<file path="src/hw/sirq_pkg.sv">
package sirq_pkg;

  // Register port widths and line count.
  localparam int ADDR_W = 8;
  localparam int DATA_W = 16;
  localparam int LINES  = 16;

  // Register offsets in the device-control memory window.
  localparam logic [7:0] WIN_MODE_OFF = 8'h48;
  localparam logic [7:0] WIN_TRIG_OFF = 8'h4A;
  localparam logic [7:0] WIN_FLAG_OFF = 8'h4C;

  // Register offsets in the configuration-space alias.
  localparam logic [7:0] CFG_MODE_OFF = 8'hE0;
  localparam logic [7:0] CFG_TRIG_OFF = 8'hE2;
  localparam logic [7:0] CFG_FLAG_OFF = 8'hE4;

  // Reset values.
  localparam logic [15:0] TRIG_RESET = 16'h0000;
  localparam logic [15:0] FLAG_RESET = 16'h0000;
  localparam logic [3:0]  MODE_RESET = 4'h0;

  // Mode register field positions; bits 7:4 read as zero.
  localparam int MODE_DRIVE_BIT = 0;
  localparam int MODE_QUIET_BIT = 1;
  localparam int MODE_WIDTH_LSB = 2;
  localparam int MODE_WIDTH_MSB = 3;

  // Start frame width encodings and their lengths in clocks.
  localparam logic [1:0] WIDTH_SEL_4 = 2'h0;
  localparam logic [1:0] WIDTH_SEL_6 = 2'h1;
  localparam logic [1:0] WIDTH_SEL_8 = 2'h2;
  localparam logic [3:0] START_LEN_4 = 4'h4;
  localparam logic [3:0] START_LEN_6 = 4'h6;
  localparam logic [3:0] START_LEN_8 = 4'h8;

endpackage

</file>
<file path="src/hw/serial_irq_level_edge_status.sv">
// Function
// RULE_01: Each of lines 0 to 15 has a trigger-select bit; 0 edge, 1 level.
// RULE_02: Link reset, global reset or power-on reset clear selects and flags.
// RULE_03: A signaled level-mode line sets its status flag at its bit position.
// RULE_04: Writing one to a set flag clears it and re-arms the line.
// RULE_05: Edge-mode lines never set a status flag.
// RULE_06: Status reads at 4Ch in memory window and E4h in configuration alias.
// RULE_07: Writing zero leaves a flag unchanged; one to a clear flag does nothing.
// RULE_08: Start frame lasts 4, 6 or 8 clocks per two-bit width setting.
// RULE_09: Poll setting zero runs continuous mode, one runs quiet mode.
`timescale 1ns/1ns
`default_nettype none

module serial_irq_level_edge_status (
  input  wire logic        CLK_I,            // System clock, 125 MHz.
  input  wire logic        RST_N_I,          // Power-on reset, synchronous, active low.
  input  wire logic        LINK_RST_N_I,     // Link reset pin, active low.
  input  wire logic        GLOBAL_RST_N_I,   // Global reset pin, active low.
  input  wire logic        REG_CFG_SPACE_I,  // 1 selects configuration alias, 0 memory window.
  input  wire logic [7:0]  REG_ADDR_I,       // Register byte offset.
  input  wire logic        REG_WR_I,         // Register write strobe.
  input  wire logic        REG_RD_I,         // Register read strobe.
  input  wire logic [15:0] REG_WDATA_I,      // Register write data.
  input  wire logic [15:0] LINE_REQ_I,       // One-cycle request per decoded line.
  input  wire logic        FRAME_END_I,      // Stop frame finished, one-cycle pulse.
  input  wire logic        START_REQ_I,      // Quiet-mode start request.
  output logic [15:0]      REG_RDATA_O,      // Read data, valid the cycle after the strobe.
  output logic [15:0]      LEVEL_FLAGS_O,    // Current level status flags.
  output logic [15:0]      EDGE_REQ_O,       // Edge-mode requests passed on, one cycle.
  output logic             SIRQ_O,           // Serial stream output level.
  output logic             SIRQ_OE_N_O       // Serial stream enable, low while driving.
);

  // Decode one register that appears in both address spaces.
  function automatic logic hit(input logic       cfg_space,
                               input logic [7:0] addr,
                               input logic [7:0] win_off,
                               input logic [7:0] cfg_off);
    hit = cfg_space ? (addr == cfg_off) : (addr == win_off);
  endfunction

  logic        link_rst_s1_reg;
  logic        link_rst_s2_reg;
  logic        glob_rst_s1_reg;
  logic        glob_rst_s2_reg;
  logic        clr;
  logic [15:0] trig_reg;
  logic [15:0] trig_next;
  logic [15:0] flags_reg;
  logic [15:0] flags_next;
  logic [3:0]  mode_reg;
  logic [3:0]  mode_next;
  logic        kick_reg;
  logic        hit_mode;
  logic        hit_trig;
  logic        hit_flag;
  logic [15:0] level_set;
  logic [15:0] flag_clr;
  logic [15:0] rd_mux;
  logic        quiet;
  logic        frame_busy;
  logic        frame_start;

  // Bring the two reset pins into the clock domain.
  always_ff @(posedge CLK_I) begin
    if (!RST_N_I) begin
      link_rst_s1_reg <= 1'b0;
      link_rst_s2_reg <= 1'b0;
      glob_rst_s1_reg <= 1'b0;
      glob_rst_s2_reg <= 1'b0;
    end else begin
      link_rst_s1_reg <= ~LINK_RST_N_I;
      link_rst_s2_reg <= link_rst_s1_reg;
      glob_rst_s1_reg <= ~GLOBAL_RST_N_I;
      glob_rst_s2_reg <= glob_rst_s1_reg;
    end
  end

  // Any of the three reset sources clears the block.
  // RULE_02: three reset sources
  assign clr = ~RST_N_I | link_rst_s2_reg | glob_rst_s2_reg;

  // Address decode, same three registers at different offsets in each space.
  // RULE_06: status in both spaces
  assign hit_mode = hit(REG_CFG_SPACE_I, REG_ADDR_I, sirq_pkg::WIN_MODE_OFF,
                        sirq_pkg::CFG_MODE_OFF);
  assign hit_trig = hit(REG_CFG_SPACE_I, REG_ADDR_I, sirq_pkg::WIN_TRIG_OFF,
                        sirq_pkg::CFG_TRIG_OFF);
  assign hit_flag = hit(REG_CFG_SPACE_I, REG_ADDR_I, sirq_pkg::WIN_FLAG_OFF,
                        sirq_pkg::CFG_FLAG_OFF);

  // Trigger select and mode register writes.
  // RULE_01: per-line trigger select
  assign trig_next = (REG_WR_I && hit_trig) ? REG_WDATA_I : trig_reg;
  assign mode_next = (REG_WR_I && hit_mode) ?
                     REG_WDATA_I[sirq_pkg::MODE_WIDTH_MSB:sirq_pkg::MODE_DRIVE_BIT] :
                     mode_reg;

  // Only level-mode lines record a flag; edge-mode lines are passed on instead.
  // RULE_03: level lines set flags
  // RULE_05: edge lines never flag
  assign level_set = LINE_REQ_I & trig_reg;

  // Ones written to the status register clear; a new request in the same cycle wins.
  // RULE_04: write one re-arms
  // RULE_07: zero writes keep flags
  assign flag_clr   = (REG_WR_I && hit_flag) ? REG_WDATA_I : 16'h0000;
  assign flags_next = (flags_reg & ~flag_clr) | level_set;

  // Read data selection; unmapped offsets and reserved bits read zero.
  assign rd_mux = hit_flag ? flags_reg :
                  hit_trig ? trig_reg  :
                  hit_mode ? {12'h000, mode_reg} :
                             16'h0000;

  // Configuration and status registers.
  always_ff @(posedge CLK_I) begin
    if (clr) begin
      trig_reg  <= sirq_pkg::TRIG_RESET;
      flags_reg <= sirq_pkg::FLAG_RESET;
      mode_reg  <= sirq_pkg::MODE_RESET;
    end else begin
      trig_reg  <= trig_next;
      flags_reg <= flags_next;
      mode_reg  <= mode_next;
    end
  end

  // Registered read data and pass-on of edge requests.
  always_ff @(posedge CLK_I) begin
    if (clr) begin
      REG_RDATA_O <= 16'h0000;
      EDGE_REQ_O  <= 16'h0000;
    end else begin
      REG_RDATA_O <= REG_RD_I ? rd_mux : 16'h0000;
      EDGE_REQ_O  <= LINE_REQ_I & ~trig_reg;
    end
  end

  assign LEVEL_FLAGS_O = flags_reg;

  // Continuous mode restarts after each frame; quiet mode waits for a request.
  // RULE_09: continuous or quiet
  assign quiet       = mode_reg[sirq_pkg::MODE_QUIET_BIT];
  assign frame_start = ~frame_busy & (quiet ? START_REQ_I : (kick_reg | FRAME_END_I));

  // First continuous frame is launched once the block leaves reset.
  always_ff @(posedge CLK_I) begin
    if (clr) begin
      kick_reg <= 1'b1;
    end else if (frame_start) begin
      kick_reg <= 1'b0;
    end
  end

  // Start frame driver.
  // RULE_08: start frame width
  sirq_start_frame u_start (
    .clk_i       (CLK_I),
    .clr_n_i     (~clr),
    .start_i     (frame_start),
    .width_sel_i (mode_reg[sirq_pkg::MODE_WIDTH_MSB:sirq_pkg::MODE_WIDTH_LSB]),
    .tristate_i  (mode_reg[sirq_pkg::MODE_DRIVE_BIT]),
    .line_o      (SIRQ_O),
    .line_oe_n_o (SIRQ_OE_N_O),
    .busy_o      (frame_busy)
  );
endmodule

`default_nettype wire

</file>
<file path="src/hw/sirq_start_frame.sv">
`timescale 1ns/1ns
`default_nettype none

module sirq_start_frame (
  input  wire logic       clk_i,        // System clock.
  input  wire logic       clr_n_i,      // Synchronous clear, active low.
  input  wire logic       start_i,      // Launch a start frame.
  input  wire logic [1:0] width_sel_i,  // Start frame width setting.
  input  wire logic       tristate_i,   // Release rather than drive high in recovery.
  output logic            line_o,       // Serial line output level.
  output logic            line_oe_n_o,  // Output enable, low while driving.
  output logic            busy_o        // A start frame is in progress.
);

  typedef enum logic [1:0] {IDLE, START, RECOVER} frame_state_type;

  frame_state_type state_reg;
  frame_state_type state_next;
  logic [3:0]      cnt_reg;
  logic [3:0]      cnt_next;
  logic [3:0]      start_len;
  logic            line_next;
  logic            oe_n_next;

  // Width setting to length; the reserved code falls back to the shortest frame.
  // RULE_08: start width decode
  assign start_len = (width_sel_i == sirq_pkg::WIDTH_SEL_6) ? sirq_pkg::START_LEN_6 :
                     (width_sel_i == sirq_pkg::WIDTH_SEL_8) ? sirq_pkg::START_LEN_8 :
                                                              sirq_pkg::START_LEN_4;

  // Next state, counter and pin values.
  always_comb begin
    state_next = state_reg;
    cnt_next   = cnt_reg;
    line_next  = 1'b1;
    oe_n_next  = 1'b1;
    case (state_reg)
      IDLE: begin
        if (start_i) begin
          state_next = START;
          cnt_next   = start_len - 4'h1;
          line_next  = 1'b0;
          oe_n_next  = 1'b0;
        end
      end
      START: begin
        if (cnt_reg == 4'h0) begin
          state_next = RECOVER;
          oe_n_next  = tristate_i;
        end else begin
          cnt_next  = cnt_reg - 4'h1;
          line_next = 1'b0;
          oe_n_next = 1'b0;
        end
      end
      RECOVER: begin
        state_next = IDLE;
      end
      default: begin
        state_next = IDLE;
      end
    endcase
  end

  // State and pin registers.
  always_ff @(posedge clk_i) begin
    if (!clr_n_i) begin
      state_reg   <= IDLE;
      cnt_reg     <= 4'h0;
      line_o      <= 1'b1;
      line_oe_n_o <= 1'b1;
    end else begin
      state_reg   <= state_next;
      cnt_reg     <= cnt_next;
      line_o      <= line_next;
      line_oe_n_o <= oe_n_next;
    end
  end

  assign busy_o = (state_reg != IDLE);
endmodule

`default_nettype wire

</file>
<file path="config.mk">
export PLATFORM = sky130hd
export DESIGN_NAME = serial_irq_level_edge_status
export DESIGN_NICKNAME = d
export VERILOG_FILES = /design/src/hw/sirq_pkg.sv /design/src/hw/serial_irq_level_edge_status.sv /design/src/hw/sirq_start_frame.sv
export SDC_FILE = /design/constraint.sdc
export NUM_CORES = 1
export LEC_CHECK = 0
export ABC_AREA = 1
export BUFFER_PORTS_ARGS = -buffer_cell sky130_fd_sc_hd__buf_2
export CORE_UTILIZATION = 30
export CTS_BUF_LIST = sky130_fd_sc_hd__clkbuf_8
export DETAILED_ROUTE_END_ITERATION = 12
export PLACE_DENSITY = 0.6
export RECOVER_POWER = 100
export SLEW_MARGIN = 30
export SYNTH_ARGS = -nofsm -noshare
export SYNTH_HDL_FRONTEND = slang
export SYNTH_SLANG_ARGS = --single-unit
</file>
<file path="constraint.sdc">
create_clock -name CLK_I -period 1.6 [get_ports CLK_I]
set_input_delay 0.16 -clock CLK_I [delete_from_list [all_inputs] [get_ports CLK_I]]
set_output_delay 0.16 -clock CLK_I [all_outputs]
set_load 0.01 [all_outputs]
</file>
Yosys cells after proc, flatten, opt, wreduce, memory -nomap -nowiden

Index checks and enable logic that the tools add are counted.

Bits in read-only memories: 0
Word-level logic and storage cells: 74
Memories: 0
Memory bits (writable): 0
Bits in latches: 0
Input port bits: 49
Flip-flop bits (word level): 81

Shift operators: 0
Add/sub/neg operators: 2
Bitwise gates (word level): 15
Reductions and logical operators: 10
Mux-type cells: 21
Div/mod/pow operators: 0
$lt $le $gt $ge: 0
Eq/ne operators: 12
Multipliers: 0

Operators by type and width:

| kind                                                 | count |
|---|---|
| AND 16 bit                                           | 3 |
| 2-to-1 mux 16 bit                                    | 3 |
| NOT 16 bit                                           | 2 |
| equality test 8 x 7 -> 1 bit (second input constant) | 3 |
| equality test 8 bit (second input constant)          | 3 |
| 2-to-1 mux 4 bit                                     | 5 |
| OR 16 bit                                            | 1 |
| case mux 4 bit (2 select lines)                      | 1 |
| subtractor 4 x 1 -> 4 bit (second input constant)    | 2 |
| 2-to-1 mux 1 bit                                     | 7 |
| NOT 1 bit                                            | 5 |
| equality test 2 x 1 -> 1 bit (second input constant) | 2 |
| zero test 4 bit                                      | 1 |
| 2-to-1 mux 2 bit                                     | 2 |
| != test 2 bit (second input constant)                | 2 |
| case mux 1 bit (2 select lines)                      | 2 |
| case mux 2 bit (2 select lines)                      | 1 |
| nonzero test 2 bit                                   | 2 |
| logical AND 1 bit                                    | 3 |
| OR 1 bit                                             | 3 |
| AND reduction 3 bit                                  | 1 |
| equality test 2 bit (second input constant)          | 1 |
| zero test 2 bit                                      | 1 |
| != test 2 x 1 -> 1 bit (second input constant)       | 1 |
| 3 further kinds                                      | 3 |

Logic depth before layout (Yosys ltp)

Gate-level depths: netlist of run 1.

Word-level depth: 7
Gate-level depth with buffers: 9
Gate-level depth less buffers: 9

By module

From an unflattened synthesis of run 1, not the netlist that was laid out.

Cells, all modules: 462
Area total of the unflattened synthesis: 3,313.2 µm²

By module, submodules not included:

| module                       | cells each | times used | sequential area each (µm²) | area an instance (µm²) |
|---|---|---|---|---|
| serial_irq_level_edge_status | 405        | 1          | 1,461.4                    | 2,920.3 |
| sirq_start_frame             | 57         | 1          | 160.2                      | 392.9 |

Worst setup path after synthesis of run 1

OpenSTA, ideal clock, no wires.

Kind: reg-to-reg
From: register u_start.state_reg[1]
To: register u_start.cnt_reg[2]
Cell stages (with the launch flop): 8
Clock period less this slack: 1.230 ns
Data arrival time: 1.160 ns
Required time: 1.530 ns
Setup time: 0.070 ns
Setup slack: 0.370 ns
Path through: dfxtp_1 -> inv_1 -> nand2_1 -> o21ai_0 -> o21ai_0 -> ha_1 -> xor2_1 -> a21oi_1

Word-level cells in the longest chain between the ends: 5

Ends and longest elaborated chain:

| what                          | line                                | source |
|---|---|---|
| start, declared               | sirq_start_frame.sv:17              | `frame_state_type state_reg;` |
| start signal, assigned        | sirq_start_frame.sv:73              | `state_reg <= state_next;` |
| nonzero test 2 bit            | sirq_start_frame.sv:80              | `assign busy_o = (state_reg != IDLE);` |
| NOT 1 bit                     | serial_irq_level_edge_status.sv:145 | `assign frame_start = ~frame_busy & (quiet ? START_REQ_I : (kick_reg \| FRAME_END_I));` |
| AND 1 bit                     | serial_irq_level_edge_status.sv:145 |  |
| != test 2 bit (no line)       | n/a                                 |  |
| AND reduction 3 bit (no line) | n/a                                 |  |
| end signal, assigned          | sirq_start_frame.sv:74              | `cnt_reg <= cnt_next;` |
| end, declared                 | sirq_start_frame.sv:19              | `logic [3:0] cnt_reg;` |

Several ways; a longest one is shown, not always the timed one.
A chain may end at the register's enable or synchronous reset.

Final worst setup path of run 1

Ends and elaborated chain as after synthesis.

==> results of run 1 <==
==> per-layer routing <==
layer	track usage [%]	vias up	part of all wire, %	wire length [um]
li1	-	1565	-	-
met1	19.7	1372	46	4040
met2	26.0	76	46	4000
met3	5.32	13	6.2	543
met4	5.46	0	1.6	140
met5	0	-	0	0
==> logic make-up (layout without fill, tap and decap cells) <==
kind of cell             after synthesis  in the layout  synth area share [%]
XOR/XNOR                               1              1                 0.272
buffers and inverters                 77            186                  10.6
adder cells (fa/ha/maj)                1              1                 0.388
AO/OA/AOI/OAI                         60             60                  9.85
flip-flops                            81             81                  50.3
AND/OR/NAND/NOR                      211            211                  28.7
==> through the flow <==
step | util, % | total power [mW] | hold slack [ps] | worst slack, ps | area, um^2
2_1_floorplan | - | 2.36 | 232 | 370 | 3230
4_1_cts | 39.7 | 4.33 | 5.97 | 173 | 4120
3_5_place_dp | 37.2 | 2.54 | 319 | 143 | 3860
3_3_place_gp | 37.2 | 2.53 | 315 | 170 | 3860
6_report | 38.9 | 4.28 | 25.2 | 168 | 4030
5_1_grt | 38.9 | 4.45 | 6.43 | 5.71 | 4030
==> where the power goes <==
group | switching (mW) | internal, mW
Sequential | 0.0275 | 2.07
Clock | 0.734 | 1.07
Combinational | 0.239 | 0.136
Total | 1.00 | 3.28
==> tightest hold or removal path: stages <==
cell,delay (ps)
buf_2,100
nand2_1,40
inv_1,40
==> worst paths after layout <==
path                                     start                               to  slack [ps]  cells after the start
max reg2reg  u_start.state_reg[1]$_SDFFE_PP0P_  u_start.cnt_reg[2]$_SDFFE_PP0P_         170                      7
max          u_start.state_reg[1]$_SDFFE_PP0P_  u_start.cnt_reg[2]$_SDFFE_PP0P_         170                      7
min                                    RST_N_I       glob_rst_s2_reg$_SDFF_PN0_          30                      3
min reg2reg         glob_rst_s1_reg$_SDFF_PN0_       glob_rst_s2_reg$_SDFF_PN0_         420                      2
==> layout make-up <==
cell class                 instances  share of cell area (%)
clock inverter                     5                    2.58
timing repair buffer             112                    13.1
multi-input combinational        273                    31.0
inverter                          59                    5.49
tap                              136                    4.22
sequential                        81                    40.2
clock buffer                      10                    3.41
==> cell usage after synthesis <==
library cell and number:
clkbuf_1 6, a21oi_1 33, xor2_1 1, nand3_4 1, buf_4 2, nor2_2 1
nand3_1 22, o211ai_1 1, o2111ai_1 1, nor3_1 1, nor2_1 45, and2_4 1
o21ai_0 18, buf_2 5, nand3b_2 1, a21oi_4 1, nand2_2 2, ha_1 1
inv_1 57, nor2_4 1, buf_6 5, nand4_1 20, nor3_4 1, inv_2 2
o21ai_1 6, dfxtp_1 81, nand2_1 115
==> results.yml, run 1 <==
grt:
  grt_pass1_vias: 2918
  grtUsageTotal_pct: 16.0
  overflow: 0
  grt_pass1_wl_um: 13900
  grt_antenna_before_repair: 0
  grt_max_degree: 33
route:
  vias: 3026
  firstDrtPassIters: 4
  ant_nets: 0
  post_drt_wl_per_cell_um: 12.9
  vias_per_cell: 4.48
  drc: 0
  drt_iter0_markers: 153
  wl_um: 8720
clock_network:
  postCtsHoldBufs: 2
  clock-root-buffer: "clkbuf_8"
  cts_sinks: 81
  clk_pin_slew_ps: 80
  clkLatencyLatePin_ps: 350
  cts_setup_buffers: 0
  cts_buffers: 9
  cts-resized-gates: 0
  cts_tree: "yes"
  h-tree-depth: 3
  cts_buffer_depth: 2
placed_design:
  dpl.cell_count: 659
  gp_congestion: 0.828
  dp_hpwl_um: 6240
  port_buffers: 98
worst_setup_path:
  path_max_fanout: 7
  critPathArrivalTime_ps: 1710
  end_kind: "flip-flop"
  critPathMaxStageDelay_ps: 310
  critical_path_class: "flip-flop to flip-flop"
  cp-start-kind: "flip-flop"
  critical-path-top-delay-family: "compound AO/OA/AOI/OAI gates"
  crit_path_frequent_cell: "o21ai_0"
  critPathBufInv: 1
  cpMaxStageDelayCell: "dfxtp_1"
  crit_chain: "inv_1 -> nand2_1 -> o21ai_0 -> o21ai_0 -> ha_1 -> xor2_1 -> a21oi_1"
  required_ps: 1870
worst_hold_path:
  worstHoldPathType: "input port to flip-flop"
finish:
  fillers: 1141
  register_area_um2: 1620
  antenna_cells: 0
  drive_gt1_share_pct: 15.6
  final_cell_mix: "nand2_1 (115), dfxtp_1 (81), inv_1 (57), clkbuf_1 (51), buf_2 (47)"
  fin_nets: 586
  syn_to_final_growth_pct: 25.0
  multi_input_area_um2: 1250
  final_cells: 676
  final_common_cell: "nand2_1"
die:
  die_w_um: 106
  dieArea_um2: 11200
  rows: 37
  die_h_um: 106
  core_um2: 10400
  start_util_pct: 31.1
  pin_count: 99
synthesis:
  synth_top_area_cell: "dfxtp_1"
  ys_ff_latch: 81
  synthTopCellsByArea: "dfxtp_1 (50%), nand2_1 (13%), inv_1 (6.6%)"
  synth.yosys.seq_area_share_pct: 50.3
  synthCells: 431
  syn_area_um2: 3230
  synth_cell_types: 27
  synth-warning-count: 0
  syn_nets: 481
  synth_top_cell_area_share_pct: 50.3
  syn_area_per_cell_um2: 7.48
power_and_ir_drop:
  leakagePower_nw: 1.72
  powerDensity_nw_per_um2: 1060
  peakVddDrop_mv: 0.387
run:
  max_cap_violations: 0
timing:
  rsz0062_at_grt: "no"
  hold_viol_final: 0
  max_freq_ghz: 0.699
  fin_crit_ps: 1430
  worstMarginPinSlew_ps: 585
  setup_violations: 0
  relSlewSlack_pct: 60.9
  fin_worst_skew_ps: 8.88
  finalSetupTns_ps: 0
  finalCritPeriodShare_pct: 89.5
  final_max_slew_viol_count: 0
status:
  outcome: "completed"
Note: power is estimated with default switching activity, not from simulation.
==> run 2, diff against run 1 <==
- CELL_PAD_IN_SITES_DETAIL_PLACEMENT: default -> 0
- CELL_PAD_IN_SITES_GLOBAL_PLACEMENT: default -> 2
- CORE_UTILIZATION: 30 -> 29
- PLACE_DENSITY: 0.6 -> 0.91
==> run 2 against run 1 <==
Net effect:
- worst hold slack better by 18 ps
- non-clock buffer count unchanged
- final area down 0.16%
- die area up 3.4%
- critical path depth up 1
- clock skew down 2.0 ps
- sequential share of layout area up 0.063 points
- combinational power up 2%
- register-to-register slack better by 30 ps
- global-route usage up 0.14 points
- highest routed layer unchanged
==> results.yml, run 2 (synthesis results as in run 1) <==
status:
  outcome: "completed"
clock_network:
  cts-resized-gates: 0
  clock-root-buffer: "clkbuf_8"
  cts_sinks: 81
  cts_tree: "yes"
  clkLatencyLatePin_ps: 350
  cts_buffers: 9
  cts_buffer_depth: 2
  clk_pin_slew_ps: 80
  h-tree-depth: 3
timing:
  final_max_slew_viol_count: 0
  finalSetupTns_ps: 0
  hold_slack_ps: 42.9
  setup_violations: 0
  fin_crit_ps: 1450
  rsz0062_at_grt: "no"
  relSlewSlack_pct: 76.6
  fin_worst_skew_ps: 6.90
  worstMarginPinSlew_ps: 352
  max_freq_ghz: 0.690
  finalCritPeriodShare_pct: 90.6
  hold_viol_final: 0
power_and_ir_drop:
  peakVddDrop_mv: 0.440
  powerDensity_nw_per_um2: 1000
  leakagePower_nw: 1.70
die:
  die_h_um: 107
  core_um2: 10800
  rows: 38
  dieArea_um2: 11500
  start_util_pct: 29.8
  pin_count: 99
  die_w_um: 107
finish:
  fin_util_pct: 37.1
  final_common_cell: "nand2_1"
  fin_nets: 586
  final_cell_mix: "nand2_1 (115), dfxtp_1 (81), inv_1 (58), clkbuf_1 (50), buf_2 (48)"
  syn_to_final_growth_pct: 24.8
  antenna_cells: 0
  drive_gt1_share_pct: 15.7
  fillers: 1207
placed_design:
  dp_hpwl_um: 6380
  gp_congestion: 0.840
  port_buffers: 98
worst_setup_path:
  timing.rr.start: "u_start.state_reg[1]$_SDFFE_PP0P_"
  path_max_fanout: 21
  end_kind: "flip-flop"
  crit_chain: "dlygate4sd3_1 -> buf_2 -> inv_1 -> nor3_4 -> buf_4 -> inv_1 -> buf_4 -> a21oi_1"
  cp-start-kind: "input port"
  critPathMaxStageDelay_ps: 530
  required_ps: 1890
  cpMaxStageDelayCell: "dlygate4sd3_1"
  crit_start: "RST_N_I"
  critPathArrivalTime_ps: 1730
  critical_path_class: "input port to flip-flop"
worst_hold_path:
  hold_path_startpoint: "LINE_REQ_I[2]"
  worstHoldPathType: "input port to flip-flop"
grt:
  grt_pass1_vias: 2896
  grtUsageTotal_pct: 16.1
  overflow: 0
  grt_max_degree: 33
  grt_pass1_wl_um: 14100
  grt_antenna_before_repair: 0
route:
  vias_per_cell: 4.48
  ant_nets: 0
  post_drt_wl_per_cell_um: 13.0
  drt_iter0_markers: 199
  firstDrtPassIters: 6
  wl_um: 8840
  drc: 0
  vias: 3049
run:
  max_cap_violations: 0
run 2: through the flow:
stage | setup slack [ps] | total power [mW] | area, um^2 | std cells
after global routing | 29.8 | 4.22 | 4030 | 680
after CTS | 156 | 4.09 | 4090 | 680
after floorplan | 370 | 2.36 | 3230 | 431
after detailed placement | 88.8 | 2.54 | 3860 | 662
after global placement | 120 | 2.54 | 3860 | 662
final | 151 | 4.03 | 4030 | 680
run 2: area by class of cell:
cell class / count / area, um^2 / area share [%]
flip-flops and latches: 81 / 1620 / 40.3
multi-input cells: 273 / 1270 / 31.4
inverters: 59 / 221 / 5.50
clock inverters: 4 / 52.6 / 1.31
repair buffers: 112 / 538 / 13.4
clock buffers: 11 / 151 / 3.76
well taps: 140 / 175 / 4.35
run 2: worst paths after layout:
path	endpoint	slack, ps	cells past startpoint
setup / recovery	LEVEL_FLAGS_O[5]$_SDFF_PP0_	150	8
hold / removal	EDGE_REQ_O[2]$_SDFF_PP0_	40	3
setup reg to reg	u_start.cnt_reg[2]$_SDFFE_PP0P_	200	7
hold reg to reg	glob_rst_s2_reg$_SDFF_PN0_	420	2
run 2: what timing repair did:
action,in CTS,in global routing
endpoints found under the setup margin,0,0
hold buffers,3,0
hold endpoints to repair,3,0
setup buffers,0,0
run 2: power breakdown:
part | internal [mW] | switching, mW | total, mW
Clock | 0.798 | 0.744 | 1.54
Combinational | 0.140 | 0.244 | 0.384
Sequential | 2.07 | 0.0286 | 2.10
run 2: critical path: cells and delay by family:
family / cells / cell delay (ps)
AOI/OAI and AO/OA: 1 / 140
buffers and inverters: 6 / 1260
and+or+nand+nor: 1 / 170
run 2: routing by layer:
metal	up-vias	routed length [um]	global-route usage, %	share of wire [%]
met3	12	476	3.51	5.4
met4	0	132	6.26	1.5
met2	68	4260	27.5	48
li1	1568	-	-	-
met1	1401	3970	19.7	45
met5	-	0	0	0
==> run 3, diff against run 2 <==
--- a/config.mk
+++ b/config.mk
@@ -11,2 +11,3 @@
 export CELL_PAD_IN_SITES_GLOBAL_PLACEMENT = 2
+export CORE_ASPECT_RATIO = 0.5
 export CORE_UTILIZATION = 29
==> constraint.sdc (replaced) <==
create_clock -name CLK_I -period 1.6 [get_ports CLK_I]
set_input_delay 0.32 -clock CLK_I [delete_from_list [all_inputs] [get_ports CLK_I]]
set_output_delay 0.32 -clock CLK_I [all_outputs]
set_load 0.01 [all_outputs]
==> run 3 against run 2 <==
Net effect:
- clock skew up 7.0 ps
- final cell count down 0.29%
- utilization up 1.3 points
- total power up 4.8%
- sequential power about the same
- final area up 0.25%
- non-clock buffer count down 3
- critical path type unchanged
- highest routed layer unchanged
==> results.yml, run 3 (synthesis results as in run 1) <==
worst_setup_path:
  end_kind: "flip-flop"
  required_ps: 1860
  rr_worst_depth: 7
  timing.rr.start: "u_start.state_reg[1]$_SDFFE_PP0P_"
  worstReg2RegEnd: "u_start.cnt_reg[2]$_SDFFE_PP0P_"
  cp-start-kind: "input port"
  reg2reg_slack_ps: 210
  critPathArrivalTime_ps: 1670
  path_max_fanout: 32
  critical_path_class: "input port to flip-flop"
worst_hold_path:
  hold_path_startpoint: "GLOBAL_RST_N_I"
  holdPathEnd: "glob_rst_s1_reg$_SDFF_PN0_"
  worstHoldPathCells: 2
  worstHoldPathType: "input port to flip-flop"
clock_network:
  cts_sinks: 81
  cts-resized-gates: 0
  postCtsHoldBufs: 0
  clk_pin_slew_ps: 90
  cts_tree: "yes"
  clock-root-buffer: "clkbuf_8"
  cts_buffers: 9
  h-tree-depth: 3
  cts_buffer_depth: 2
  clkLatencyLatePin_ps: 360
  cts_setup_buffers: 0
route:
  vias_per_cell: 4.38
  vias: 2971
  firstDrtPassIters: 5
  wl_um: 8580
  drc: 0
  post_drt_wl_per_cell_um: 12.6
  drt_iter0_markers: 151
  ant_nets: 0
grt:
  grt_pass1_wl_um: 13900
  grt_max_degree: 37
  grtUsageTotal_pct: 15.7
  grt_antenna_before_repair: 0
  grt_pass1_vias: 2772
  overflow: 0
timing:
  finalCritPeriodShare_pct: 87.9
  final_max_slew_viol_count: 0
  hold_slack_ps: 93.2
  hold_viol_final: 0
  rsz0062_at_grt: "no"
  relSlewSlack_pct: 52.9
  max_freq_ghz: 0.711
  fin_worst_skew_ps: 13.9
  setup_violations: 0
  worstMarginPinSlew_ps: 705
  finalSetupTns_ps: 0
  fin_crit_ps: 1410
power_and_ir_drop:
  peakVddDrop_mv: 0.342
  powerDensity_nw_per_um2: 1050
  leakagePower_nw: 1.71
placed_design:
  port_buffers: 98
  dpl.cell_count: 662
  gp_congestion: 0.764
  dp_hpwl_um: 6130
die:
  die_h_um: 76.6
  dieArea_um2: 11600
  core_um2: 10500
  start_util_pct: 30.7
  rows: 26
  die_w_um: 151
  pin_count: 99
finish:
  final_cell_mix: "nand2_1 (115), dfxtp_1 (81), inv_1 (57), clkbuf_1 (51), buf_2 (47)"
  drive_gt1_share_pct: 15.8
  fin_nets: 583
  final_cells: 678
  syn_to_final_growth_pct: 25.1
  final_common_cell: "nand2_1"
  antenna_cells: 0
run:
  max_cap_violations: 0
status:
  outcome: "completed"
run 3: cell count changes in the layout (fill, tap and decap cells not counted), moves of 2 or more:
| cell | previous run | this run |
|---|---|---|
| clkinvlp_4 | 3 | 1 |
| dlygate4sd3_1 | 3 | 0 |
| o21ai_1 | 0 | 4 |
| buf_4 | 10 | 8 |
| o21ai_0 | 24 | 20 |
run 3: worst max-delay path, cell delays in order:
cell      delay [ps]
buf_2            120
nand3b_2         260
nor2_1           410
nand3_4          100
buf_6            220
o21ai_0          180
nor2_1            50
run 3: how the worst max path moves through the flow:
stage / end / from / slack [ps] / cells past startpoint
4_1_cts: u_start.state_reg[1]$_SDFFE_PP0P_ / link_rst_s2_reg$_SDFF_PN0_ / 190 / 3
5_1_grt: trig_reg[10]$_SDFFE_PP0P_ / REG_CFG_SPACE_I / 70 / 9
3_3_place_gp: u_start.state_reg[1]$_SDFFE_PP0P_ / RST_N_I / 50 / 5
2_1_floorplan: trig_reg[10]$_SDFFE_PP0P_ / REG_ADDR_I[2] / 340 / 6
3_5_place_dp: trig_reg[9]$_SDFFE_PP0P_ / REG_ADDR_I[2] / 60 / 7
6_report: trig_reg[12]$_SDFFE_PP0P_ / REG_ADDR_I[2] / 190 / 7
run 3: routing by layer:
metal | global-route usage, % | vias up | share of wire (%)
li1 | - | 1566 | -
met2 | 24.8 | 57 | 45
met1 | 20.3 | 1341 | 49
met5 | 0 | - | 0
met4 | 4.50 | 0 | 0.87
met3 | 5.21 | 7 | 5.2
run 3: report_power, final:
part / total, mW / switching [mW] / internal [mW] / leakage (nW)
registers: 2.10 / 0.0268 / 2.07 / 0.659
logic: 0.371 / 0.237 / 0.134 / 0.937
clock network: 1.75 / 0.779 / 0.972 / 0.116
run 3: per-stage QoR:
step	worst slack (ps)	area, um^2	utilization (%)	total power, mW
6_report	194	4040	38.4	4.22
5_1_grt	66.6	4040	38.4	4.43
4_1_cts	195	4120	39.2	4.30
3_5_place_dp	57.8	3880	36.9	2.53
3_3_place_gp	45.1	3880	36.9	2.53
2_1_floorplan	337	3230	-	2.36
run 3: area by class of cell:
class,count,area [um^2]
fillers,1196,6470
flip-flops and latches,81,1620
multi-input cells,273,1260
repair buffers,109,523
inverters,59,221
well taps,140,175
clock buffers,11,151
clock inverters,5,85.1
